`config.mk`:
```
export PLATFORM = sky130hd
export DESIGN_NAME = pcia_core
export DESIGN_NICKNAME = d
export VERILOG_FILES = /design/src/core/pcia_core.v
export VERILOG_INCLUDE_DIRS = /design/src /design/src/core
export SDC_FILE = /design/constraint.sdc
export NUM_CORES = 2
export LEC_CHECK = 0
export BUFFER_PORTS_ARGS = -buffer_cell sky130_fd_sc_hd__buf_2
export CAP_MARGIN = 20
export CORE_ASPECT_RATIO = 0.9
export CORE_MARGIN = 5
export CORE_UTILIZATION = 39
export DETAILED_ROUTE_END_ITERATION = 7
export GPL_TIMING_DRIVEN = 0
export PLACE_DENSITY_LB_ADDON = 0.3
export REMOVE_ABC_BUFFERS = 1
export SETUP_SLACK_MARGIN = 0.02
export SLEW_MARGIN = 10
export SYNTH_ARGS = -nofsm -noshare
export SYNTH_HDL_FRONTEND = slang
export SYNTH_SLANG_ARGS = --single-unit
```
`constraint.sdc`:
```
create_clock -name clk_i -period 10.5 [get_ports clk_i]
set_input_delay 2.1 -clock clk_i [delete_from_list [all_inputs] [get_ports clk_i]]
set_output_delay 2.1 -clock clk_i [all_outputs]
set_load 0.01 [all_outputs]
```
`src/core/pcia_map.vh`:
```
// Purpose: address map, fields and constants of the payload control block
// Assumes: 11-bit register address, 8-bit data
// Notes:   included by pcia_core.v only
`ifndef PCIA_MAP_VH
`define PCIA_MAP_VH
// ==========================================================
// register offsets
`define PCIA_BACKPLANE_RX_CONFIG     11'h00F
`define PCIA_TX_PAYLOAD_BLOCK_CTRL   11'h030
`define PCIA_TX_PAYLOAD_BLOCK_STAT   11'h031
`define PCIA_SIG_BUFFER_CTRL         11'h040
`define PCIA_SIG_BUFFER_STAT         11'h041
`define PCIA_RX_PAYLOAD_BLOCK_CTRL   11'h050
`define PCIA_RX_PAYLOAD_BLOCK_STAT   11'h051
`define PCIA_PATTERN_DET_STATUS      11'h061
`define PCIA_PATTERN_ERROR_INSERT    11'h064
`define PCIA_PATTERN_ERROR_COUNT_0   11'h06C
`define PCIA_PATTERN_ERROR_COUNT_1   11'h06D
`define PCIA_PATTERN_ERROR_COUNT_2   11'h06E
`define PCIA_PATTERN_ERROR_COUNT_3   11'h06F
`define PCIA_TX_PAYLOAD_IND_ADDR     11'h0B2
`define PCIA_TX_PAYLOAD_IND_DATA     11'h0B3
`define PCIA_RX_PAYLOAD_IND_ADDR     11'h0D2
`define PCIA_RX_PAYLOAD_IND_DATA     11'h0D3
`define PCIA_GLOBAL_MODE             11'h400
// ==========================================================
// field positions
`define PCIA_BLOCK_ENABLE_BIT        0
`define PCIA_BUSY_BIT                7
`define PCIA_SYNC_FLAG_BIT           4
`define PCIA_BIT_ERROR_FLAG_BIT      2
`define PCIA_BACKPLANE_SEL_BIT       2
`define PCIA_STANDARD_SELECT_BIT     0
`define PCIA_TEST_ROUTE_BIT          3
`define PCIA_INSERT_ARM_BIT          3
`define PCIA_IND_READ_BIT            7
// ==========================================================
// values and reset values
`define PCIA_ZERO_BYTE               8'h00
`define PCIA_LATCH_VALUE             8'h00
`define PCIA_CHAN_LSB                0
`define PCIA_CHAN_MSB                6
`define PCIA_PRBS_SEED               15'h7FFF
`define PCIA_ERR_CNT_ZERO            32'h0000_0000
`endif

```
`src/core/pcia_core.v`:
```
// Purpose: indirect payload control memories and pattern gen/detector
// Assumes: synchronous microprocessor strobes, active low
// Notes:   one register clock, registered read data
`timescale 1ns/10ps
`default_nettype none
`include "pcia_map.vh"

// What this block does
// - blocks work only while enable bit set
// - busy flag b7 shows pending indirect transfer
// - data 08H then address sets test routing
// - transmit memory has own data/address pair
// - synced when second status read shows sync
// - 08H then 00H injects one bit error
// - writing 00H latches error count into four
// - backplane select routes pattern over backplane
// - standard select picks E1 or T1 set
module pcia_core #(
    parameter XFER_CYCLES = 4,
    parameter PAT_DIV     = 10,
    parameter SYNC_RUN    = 32,
    parameter NUM_CHAN    = 24
) (
    input  wire                clk_i,
    input  wire                rst_i,
    input  wire                cs_n_i,
    input  wire                wr_n_i,
    input  wire                rd_n_i,
    input  wire [10:0]         addr_i,
    input  wire [7:0]          wdata_i,
    output reg  [7:0]          rdata_o,
    output reg                 data_oe_o,
    input  wire                pat_line_i,
    input  wire                pat_bp_i,
    output reg                 pat_line_o,
    output reg                 pat_bp_o,
    output reg  [NUM_CHAN-1:0] rx_test_route_o,
    output reg  [NUM_CHAN-1:0] tx_test_route_o,
    output reg                 pattern_synced_o
);

// ==========================================================
// bus strobes
reg         wr_n_q;
reg         rd_n_q;
reg         standard_select;
wire        wr_edge = !cs_n_i && !wr_n_i && wr_n_q;
wire        rd_edge = !cs_n_i && !rd_n_i && rd_n_q;
wire        rd_act  = !cs_n_i && !rd_n_i;
// framer registers reachable only in the T1/J1 set
wire        t1_set  = standard_select;
wire        wr_t1   = wr_edge && t1_set;

function hit;
    input [10:0] a;
    input [10:0] target;
    begin
        hit = (a == target);
    end
endfunction

// ==========================================================
// control registers
reg  [7:0]  backplane_rx_config;
reg  [7:0]  tx_payload_block_control;
reg  [7:0]  signalling_buffer_control;
reg  [7:0]  rx_payload_block_control;
reg  [7:0]  pattern_error_insert;
reg  [7:0]  tx_ind_addr;
reg  [7:0]  rx_ind_addr;
reg  [7:0]  tx_ind_data;
reg  [7:0]  rx_ind_data;
wire        tx_en = tx_payload_block_control[`PCIA_BLOCK_ENABLE_BIT];
wire        rx_en = rx_payload_block_control[`PCIA_BLOCK_ENABLE_BIT];
wire        bp_sel = backplane_rx_config[`PCIA_BACKPLANE_SEL_BIT];

always @(posedge clk_i or posedge rst_i)
begin
    if (rst_i)
    begin
        wr_n_q                    <= 1'b1;
        rd_n_q                    <= 1'b1;
        standard_select           <= 1'b0;
        backplane_rx_config       <= `PCIA_ZERO_BYTE;
        tx_payload_block_control  <= `PCIA_ZERO_BYTE;
        signalling_buffer_control <= `PCIA_ZERO_BYTE;
        rx_payload_block_control  <= `PCIA_ZERO_BYTE;
        pattern_error_insert      <= `PCIA_ZERO_BYTE;
    end
    else
    begin
        wr_n_q <= cs_n_i | wr_n_i;
        rd_n_q <= cs_n_i | rd_n_i;
        if (wr_edge && hit(addr_i, `PCIA_GLOBAL_MODE))
            standard_select <= wdata_i[`PCIA_STANDARD_SELECT_BIT];
        if (wr_t1 && hit(addr_i, `PCIA_BACKPLANE_RX_CONFIG))
            backplane_rx_config <= wdata_i;
        if (wr_t1 && hit(addr_i, `PCIA_TX_PAYLOAD_BLOCK_CTRL))
            tx_payload_block_control <= wdata_i;
        if (wr_t1 && hit(addr_i, `PCIA_SIG_BUFFER_CTRL))
            signalling_buffer_control <= wdata_i;
        if (wr_t1 && hit(addr_i, `PCIA_RX_PAYLOAD_BLOCK_CTRL))
            rx_payload_block_control <= wdata_i;
        if (wr_t1 && hit(addr_i, `PCIA_PATTERN_ERROR_INSERT))
            pattern_error_insert <= wdata_i;
    end
end

// ==========================================================
// indirect payload memories
reg  [7:0]  tx_mem [0:127];
reg  [7:0]  rx_mem [0:127];
reg  [7:0]  tx_busy_cnt;
reg  [7:0]  rx_busy_cnt;
wire        tx_busy = (tx_busy_cnt != 8'h00);
wire        rx_busy = (rx_busy_cnt != 8'h00);
wire        tx_done = (tx_busy_cnt == 8'h01);
wire        rx_done = (rx_busy_cnt == 8'h01);
wire [6:0]  tx_chan = tx_ind_addr[`PCIA_CHAN_MSB:`PCIA_CHAN_LSB];
wire [6:0]  rx_chan = rx_ind_addr[`PCIA_CHAN_MSB:`PCIA_CHAN_LSB];
wire        tx_start = wr_t1 && tx_en && !tx_busy &&
                       hit(addr_i, `PCIA_TX_PAYLOAD_IND_ADDR);
wire        rx_start = wr_t1 && rx_en && !rx_busy &&
                       hit(addr_i, `PCIA_RX_PAYLOAD_IND_ADDR);

always @(posedge clk_i or posedge rst_i)
begin
    if (rst_i)
    begin
        tx_busy_cnt <= 8'h00;
        rx_busy_cnt <= 8'h00;
        tx_ind_addr <= `PCIA_ZERO_BYTE;
        rx_ind_addr <= `PCIA_ZERO_BYTE;
        tx_ind_data <= `PCIA_ZERO_BYTE;
        rx_ind_data <= `PCIA_ZERO_BYTE;
    end
    else
    begin
        // transmit side, own register pair
        if (tx_start)
        begin
            tx_ind_addr <= wdata_i;
            tx_busy_cnt <= XFER_CYCLES[7:0];
        end
        else if (tx_busy)
            tx_busy_cnt <= tx_busy_cnt - 8'h01;
        if (wr_t1 && tx_en && !tx_busy &&
            hit(addr_i, `PCIA_TX_PAYLOAD_IND_DATA))
            tx_ind_data <= wdata_i;
        else if (tx_done && tx_ind_addr[`PCIA_IND_READ_BIT])
            tx_ind_data <= tx_mem[tx_chan];
        // receive side
        if (rx_start)
        begin
            rx_ind_addr <= wdata_i;
            rx_busy_cnt <= XFER_CYCLES[7:0];
        end
        else if (rx_busy)
            rx_busy_cnt <= rx_busy_cnt - 8'h01;
        if (wr_t1 && rx_en && !rx_busy &&
            hit(addr_i, `PCIA_RX_PAYLOAD_IND_DATA))
            rx_ind_data <= wdata_i;
        else if (rx_done && rx_ind_addr[`PCIA_IND_READ_BIT])
            rx_ind_data <= rx_mem[rx_chan];
    end
end

// memory arrays carry no reset; software initialises them
always @(posedge clk_i)
begin
    if (tx_done && !tx_ind_addr[`PCIA_IND_READ_BIT])
        tx_mem[tx_chan] <= tx_ind_data;
    if (rx_done && !rx_ind_addr[`PCIA_IND_READ_BIT])
        rx_mem[rx_chan] <= rx_ind_data;
end

// ==========================================================
// test routing per channel, channel n lives at route bit n-1
reg  [NUM_CHAN-1:0] rx_route_bits;
reg  [NUM_CHAN-1:0] tx_route_bits;
genvar gi;
generate
    for (gi = 0; gi < NUM_CHAN; gi = gi + 1)
    begin : g_route
        always @(posedge clk_i or posedge rst_i)
        begin
            if (rst_i)
            begin
                rx_route_bits[gi] <= 1'b0;
                tx_route_bits[gi] <= 1'b0;
            end
            else
            begin
                if (rx_done && !rx_ind_addr[`PCIA_IND_READ_BIT] &&
                    rx_chan == gi + 1)
                    rx_route_bits[gi] <=
                        rx_ind_data[`PCIA_TEST_ROUTE_BIT];
                if (tx_done && !tx_ind_addr[`PCIA_IND_READ_BIT] &&
                    tx_chan == gi + 1)
                    tx_route_bits[gi] <=
                        tx_ind_data[`PCIA_TEST_ROUTE_BIT];
            end
        end
    end
endgenerate

// ==========================================================
// pattern generator with error insertion
reg  [7:0]  div_cnt;
reg         pat_tick;
reg  [14:0] gen_lfsr;
reg         err_pending;
wire        gen_bit = gen_lfsr[14] ^ gen_lfsr[13];
wire        ins_wr  = wr_t1 && hit(addr_i, `PCIA_PATTERN_ERROR_INSERT);
// armed by 08H, fires on the following 00H write
wire        ins_fire = ins_wr && (wdata_i == `PCIA_ZERO_BYTE) &&
                       pattern_error_insert[`PCIA_INSERT_ARM_BIT];

always @(posedge clk_i or posedge rst_i)
begin
    if (rst_i)
    begin
        div_cnt     <= 8'h00;
        pat_tick    <= 1'b0;
        gen_lfsr    <= `PCIA_PRBS_SEED;
        err_pending <= 1'b0;
        pat_line_o  <= 1'b0;
        pat_bp_o    <= 1'b0;
    end
    else
    begin
        pat_tick <= (div_cnt == PAT_DIV[7:0] - 8'h01);
        if (div_cnt == PAT_DIV[7:0] - 8'h01)
            div_cnt <= 8'h00;
        else
            div_cnt <= div_cnt + 8'h01;
        if (ins_fire)
            err_pending <= 1'b1;
        else if (pat_tick)
            err_pending <= 1'b0;
        if (pat_tick)
        begin
            gen_lfsr <= {gen_lfsr[13:0], gen_bit};
            pat_line_o <= bp_sel ? 1'b0 : gen_bit ^ err_pending;
            pat_bp_o   <= bp_sel ? gen_bit ^ err_pending : 1'b0;
        end
    end
end

// ==========================================================
// pattern detector
reg  [14:0] det_sr;
reg  [7:0]  match_run;
reg         sync_flag;
reg         bit_error_flag;
reg  [31:0] err_accum;
reg  [31:0] err_latched;
reg         status_read_twice;
wire        det_in   = bp_sel ? pat_bp_i : pat_line_i;
wire        det_miss = pat_tick && (det_in != (det_sr[14] ^ det_sr[13]));
wire        stat_rd  = rd_edge && t1_set &&
                       hit(addr_i, `PCIA_PATTERN_DET_STATUS);
wire        latch_wr = wr_t1 && hit(addr_i, `PCIA_PATTERN_ERROR_COUNT_0)
                       && (wdata_i == `PCIA_LATCH_VALUE);

always @(posedge clk_i or posedge rst_i)
begin
    if (rst_i)
    begin
        det_sr            <= `PCIA_PRBS_SEED;
        match_run         <= 8'h00;
        sync_flag         <= 1'b0;
        bit_error_flag    <= 1'b0;
        err_accum         <= `PCIA_ERR_CNT_ZERO;
        err_latched       <= `PCIA_ERR_CNT_ZERO;
        status_read_twice <= 1'b0;
        pattern_synced_o  <= 1'b0;
    end
    else
    begin
        if (pat_tick)
            det_sr <= {det_sr[13:0], det_in};
        if (det_miss)
            match_run <= 8'h00;
        else if (pat_tick && match_run != SYNC_RUN[7:0])
            match_run <= match_run + 8'h01;
        if (det_miss)
            sync_flag <= 1'b0;
        else if (match_run == SYNC_RUN[7:0])
            sync_flag <= 1'b1;
        // error flag clears on status read, a new miss wins
        if (det_miss)
            bit_error_flag <= 1'b1;
        else if (stat_rd)
            bit_error_flag <= 1'b0;
        if (latch_wr)
        begin
            err_latched <= err_accum;
            err_accum   <= det_miss ? 32'h0000_0001 : `PCIA_ERR_CNT_ZERO;
        end
        else if (det_miss && sync_flag)
            err_accum <= err_accum + 32'h0000_0001;
        if (stat_rd)
        begin
            status_read_twice <= !status_read_twice;
            if (status_read_twice)
                pattern_synced_o <= sync_flag && !bit_error_flag;
        end
    end
end

// ==========================================================
// read mux
reg  [7:0]  next_rdata;
always @*
begin
    next_rdata = `PCIA_ZERO_BYTE;
    if (hit(addr_i, `PCIA_GLOBAL_MODE))
        next_rdata = {7'h00, standard_select};
    else if (t1_set)
    begin
        case (addr_i)
            `PCIA_BACKPLANE_RX_CONFIG:   next_rdata = backplane_rx_config;
            `PCIA_TX_PAYLOAD_BLOCK_CTRL:
                next_rdata = tx_payload_block_control;
            `PCIA_TX_PAYLOAD_BLOCK_STAT: next_rdata = {tx_busy, 7'h00};
            `PCIA_SIG_BUFFER_CTRL:       next_rdata = signalling_buffer_control;
            `PCIA_SIG_BUFFER_STAT:       next_rdata = 8'h00;
            `PCIA_RX_PAYLOAD_BLOCK_CTRL:
                next_rdata = rx_payload_block_control;
            `PCIA_RX_PAYLOAD_BLOCK_STAT: next_rdata = {rx_busy, 7'h00};
            `PCIA_PATTERN_DET_STATUS:
                next_rdata = {3'h0, sync_flag, 1'b0, bit_error_flag, 2'h0};
            `PCIA_PATTERN_ERROR_INSERT:  next_rdata = pattern_error_insert;
            `PCIA_PATTERN_ERROR_COUNT_0: next_rdata = err_latched[7:0];
            `PCIA_PATTERN_ERROR_COUNT_1: next_rdata = err_latched[15:8];
            `PCIA_PATTERN_ERROR_COUNT_2: next_rdata = err_latched[23:16];
            `PCIA_PATTERN_ERROR_COUNT_3: next_rdata = err_latched[31:24];
            `PCIA_TX_PAYLOAD_IND_ADDR:   next_rdata = tx_ind_addr;
            `PCIA_TX_PAYLOAD_IND_DATA:   next_rdata = tx_ind_data;
            `PCIA_RX_PAYLOAD_IND_ADDR:   next_rdata = rx_ind_addr;
            `PCIA_RX_PAYLOAD_IND_DATA:   next_rdata = rx_ind_data;
            default:                     next_rdata = `PCIA_ZERO_BYTE;
        endcase
    end
end

always @(posedge clk_i or posedge rst_i)
begin
    if (rst_i)
    begin
        rdata_o         <= `PCIA_ZERO_BYTE;
        data_oe_o       <= 1'b0;
        rx_test_route_o <= {NUM_CHAN{1'b0}};
        tx_test_route_o <= {NUM_CHAN{1'b0}};
    end
    else
    begin
        rdata_o         <= rd_act ? next_rdata : `PCIA_ZERO_BYTE;
        data_oe_o       <= rd_act;
        rx_test_route_o <= rx_en ? rx_route_bits : {NUM_CHAN{1'b0}};
        tx_test_route_o <= tx_en ? tx_route_bits : {NUM_CHAN{1'b0}};
    end
end

endmodule
`default_nettype wire

```
==> impl_results.md <==
- Die Wd: 525.7 um
- Layout cells sized above 1: 24.56%
- First-pass GRT wire length: 336,900 um
- Final wirelength: 228,900 um
- Hold path endpoint: err_latched[11]$_DFFE_PP0P_
- Clock-pin slew on the worst setup and hold paths: 0.06 ns
- Min Hold Slack: 0.4700 ns
- Most frequent cells in the layout: edfxtp_1, mux4_2, nor2_1
- Setup CP Type: in2reg
- Worst hold path cell count: 2
- Synth Register Bits: 2,362
- Fraction of registers with async set/reset: 13.29%
- Global routing met3 resource utilization: 3.562%
- TritonCTS buffer count: 231
- Starting Density: 39.18%
- Post-CTS Hold Buffers: 0
- Iteration-0 DRC Markers: 5,408
- Synth Instances: 4,990
- Post-route clock period utilization: 45.72%
- PortBufs: 85
- Switching power share of the total: 20.00%
- CP Capture Type: register
- Synth cell types: 86
- Final Hold Vio Count: 0
- Root cell of the clock tree: clkbuf_16
- GRT busiest layer: met2
- TritonCTS clock tree: yes
- Setup violators final: 0
- Skew final: 0.09029 ns
- FF-to-FF setup slack: 5.92 ns
- R2r endpoint: rx_route_bits[0]$_DFFE_PP0P_
- Post-cts resize count: 0
- Rel. slew slack: 19.49%
- DIE AREA: 249,200 um2
- Arrival time worst endpoint: 5.56 ns
- Synthesized area: 93,350 um2
- DIE HEIGHT: 474.1 um
- Final nets: 5,160
- Setup TNS: 0 ns
- Synth-to-Final Area Change: 14.04%
- Warnings from Yosys: 0
- Net Sw Power: 0.003708 W
- CP startpoint kind: input port
- Combinational share of power: 0.4%
- Num rows: 170
- Max-cap violations: 0
- Sequential power share: 54.3%
- Clk Latency, worst-skew pair: 0.89 ns
- PD cells: 174.1 nW/um2
- Min cycle time layout: 4.801 ns
- Met1 GRT Util: 26.57%
- # DRC: 0
- Worst-case clock buffer depth: 3
- Worst Hold Class: reg2reg
- Crit Path Max Fanout: 20
- Final Util: 44.68%
- Primary FF master, synth: edfxtp_1
- Post-DP HPWL: 142,200 um
- Worst slew pin tran: 1.203 ns
- Vias in the first global route: 48,260
- Slew Viols, Final: 0
- Largest net degree at the start of global routing: 108
- Gpl congestion: 0.7900
- Post-synth EDFFs: 2,048
- Peak supply drop: 240.7 uV
- Worst R2R Start: rx_ind_addr[1]$_DFFE_PP0P_
- Register-to-Register Path Depth: 10
- Drt wl/cell: 26.89 um
- Synthesized area per cell: 18.71 um2
- Fmax: 208.3 MHz
- Hold path start: err_latched[11]$_DFFE_PP0P_
- H-tree lvl count: 4
- CP required: 11.26 ns
- Unrepaired setup endpoints after global routing: false
- ANT nets after route: 0
- Initial antenna violation count: 14
- Via/cell ratio: 5.625
- Vias: 47,880
- Outcome: finished clean
- Post-CTS Setup Repair Bufs: 0
- Core area: 238,200 um2
- Grt ovf: 0
- Top-Level Pins: 86
- Met2 GRT Util: 27.96%
- Drt pass-1 iters: 6
- Number of clock sinks: 2,362
- Most common cell after layout, fill and taps aside: edfxtp_1
- All-Layer GR Usage: 18.07%
- Clock network power share: 45.3%
- Leakage power: 39.96 nW
- Post-synthesis sequential area ratio: 74.34%
- Int Power: 0.01483 W
## registers in the layout, summed over array words and instances, names as in the netlist, 15 cells and up
register / count
rx_mem: 1024
rx_test_route_o: 24
tx_test_route_o: 24
tx_mem: 1024
err_accum: 32
err_latched: 32
tx_route_bits: 24
det_sr: 15
gen_lfsr: 15
rx_route_bits: 24
## synth_stat cells, types with 10 or more instances
cell type	n	share of area (%)
a22oi_1	32	0.26
xor2_1	18	0.17
and3_1	20	0.13
a31oi_1	22	0.15
nand2_1	271	1.1
nand4_1	14	0.094
o22ai_1	42	0.28
edfxtp_1	2048	66
nand3b_1	10	0.080
nand3_1	56	0.30
a22o_1	13	0.12
dfstp_2	32	0.90
a211oi_1	24	0.19
inv_1	26	0.10
mux4_2	440	11
or3_1	16	0.11
o21ai_0	53	0.28
a2111oi_0	18	0.17
a21oi_1	79	0.42
or2_2	10	0.067
o221ai_1	19	0.18
a221o_1	17	0.18
buf_4	33	0.27
o21ai_1	10	0.054
buf_2	92	0.49
a221oi_1	41	0.38
xnor2_1	31	0.29
and2_1	62	0.42
nor3_1	34	0.18
ha_1	11	0.15
dfrtp_1	282	7.6
mux2i_1	211	2.3
nor2_1	366	1.5
nor4_1	16	0.11
nand2b_1	15	0.10
nor2b_1	19	0.13
mux2_2	205	2.5
clkbuf_1	132	0.53
a32oi_1	13	0.12
buf_1	23	0.092
## layer usage
| layer | part of all wire (%) | routed length (um) | vias to the layer above |
|---|---|---|---|
| met3 | 7.3 | 16760 | 330 |
| met2 | 47 | 106600 | 1746 |
| met5 | 0.010 | 23 | - |
| met1 | 44 | 100700 | 25510 |
| li1 | - | - | 20300 |
| met4 | 2.1 | 4802 | 4 |
## final cells by class
| class | count | area, um2 |
|---|---|---|
| Clock buffer | 286 | 6187 |
| Tap cell | 3182 | 3981 |
| Sequential cell | 2362 | 69490 |
| Inverter | 27 | 116.4 |
| Fill cell | 20470 | 131800 |
| Multi-Input combinational cell | 2317 | 22600 |
| Clock inverter | 153 | 1607 |
| Antenna cell | 2 | 5.005 |
| Timing Repair Buffer | 184 | 2462 |
## critical path, cell delays in order
cell,delay (ns)
buf_2,0.11
or4b_1,0.74
nor4_2,0.67
buf_4,0.31
and3_1,0.75
nor4_1,0.25
a21oi_1,0.51
o21ai_1,0.10
## power by group through the flow
stage,clock network (W),logic [W],registers (W)
after global routing,0.00897,0.0000750,0.0101
after detailed placement,0,0.0000690,0.0103
final,0.00840,0.0000663,0.0101
after floorplan,0,0.0000309,0.0103
after CTS,0.00856,0.0000692,0.0101
after global placement,0,0.0000628,0.0103
## worst max-delay path by stage
stage / slack [ns] / from / endpoint
after floorplan: -1.27 / rx_ind_addr[1]$_DFFE_PP0P_ / rx_route_bits[17]$_DFFE_PP0P_
after global placement: -10.34 / rx_ind_addr[1]$_DFFE_PP0P_ / rx_route_bits[1]$_DFFE_PP0P_
after detailed placement: 4.92 / addr_i[9] / rx_ind_data[4]$_DFFE_PP0P_
after CTS: 5.83 / rx_ind_addr[1]$_DFFE_PP0P_ / rx_route_bits[0]$_DFFE_PP0P_
after global routing: 5.65 / addr_i[9] / rx_ind_data[4]$_DFFE_PP0P_
final: 5.70 / addr_i[9] / rx_ind_data[4]$_DFFE_PP0P_
## metrics by stage
| stage | total power, W | instance area, um2 | cells | setup slack [ns] |
|---|---|---|---|---|
| after floorplan | 0.01030 | 92020 | 4706 | -1.275 |
| after global placement | 0.01033 | 96420 | 7973 | -10.34 |
| after detailed placement | 0.01034 | 98610 | 8067 | 4.924 |
| after CTS | 0.01870 | 106400 | 8506 | 5.827 |
| after global routing | 0.01911 | 106500 | 8512 | 5.651 |
| final | 0.01854 | 106500 | 8513 | 5.699 |
## logic make-up after synthesis
family	count (synthesis)	share of synthesized area (%)
flops	2362	74.34
simple gates	962	4.840
mux	856	15.35
compound gates	439	3.326
buf+inv	311	1.532
xor+xnor	49	0.4598
fa+ha+maj	11	0.1474
Note: power is estimated with default switching activity, not from simulation.
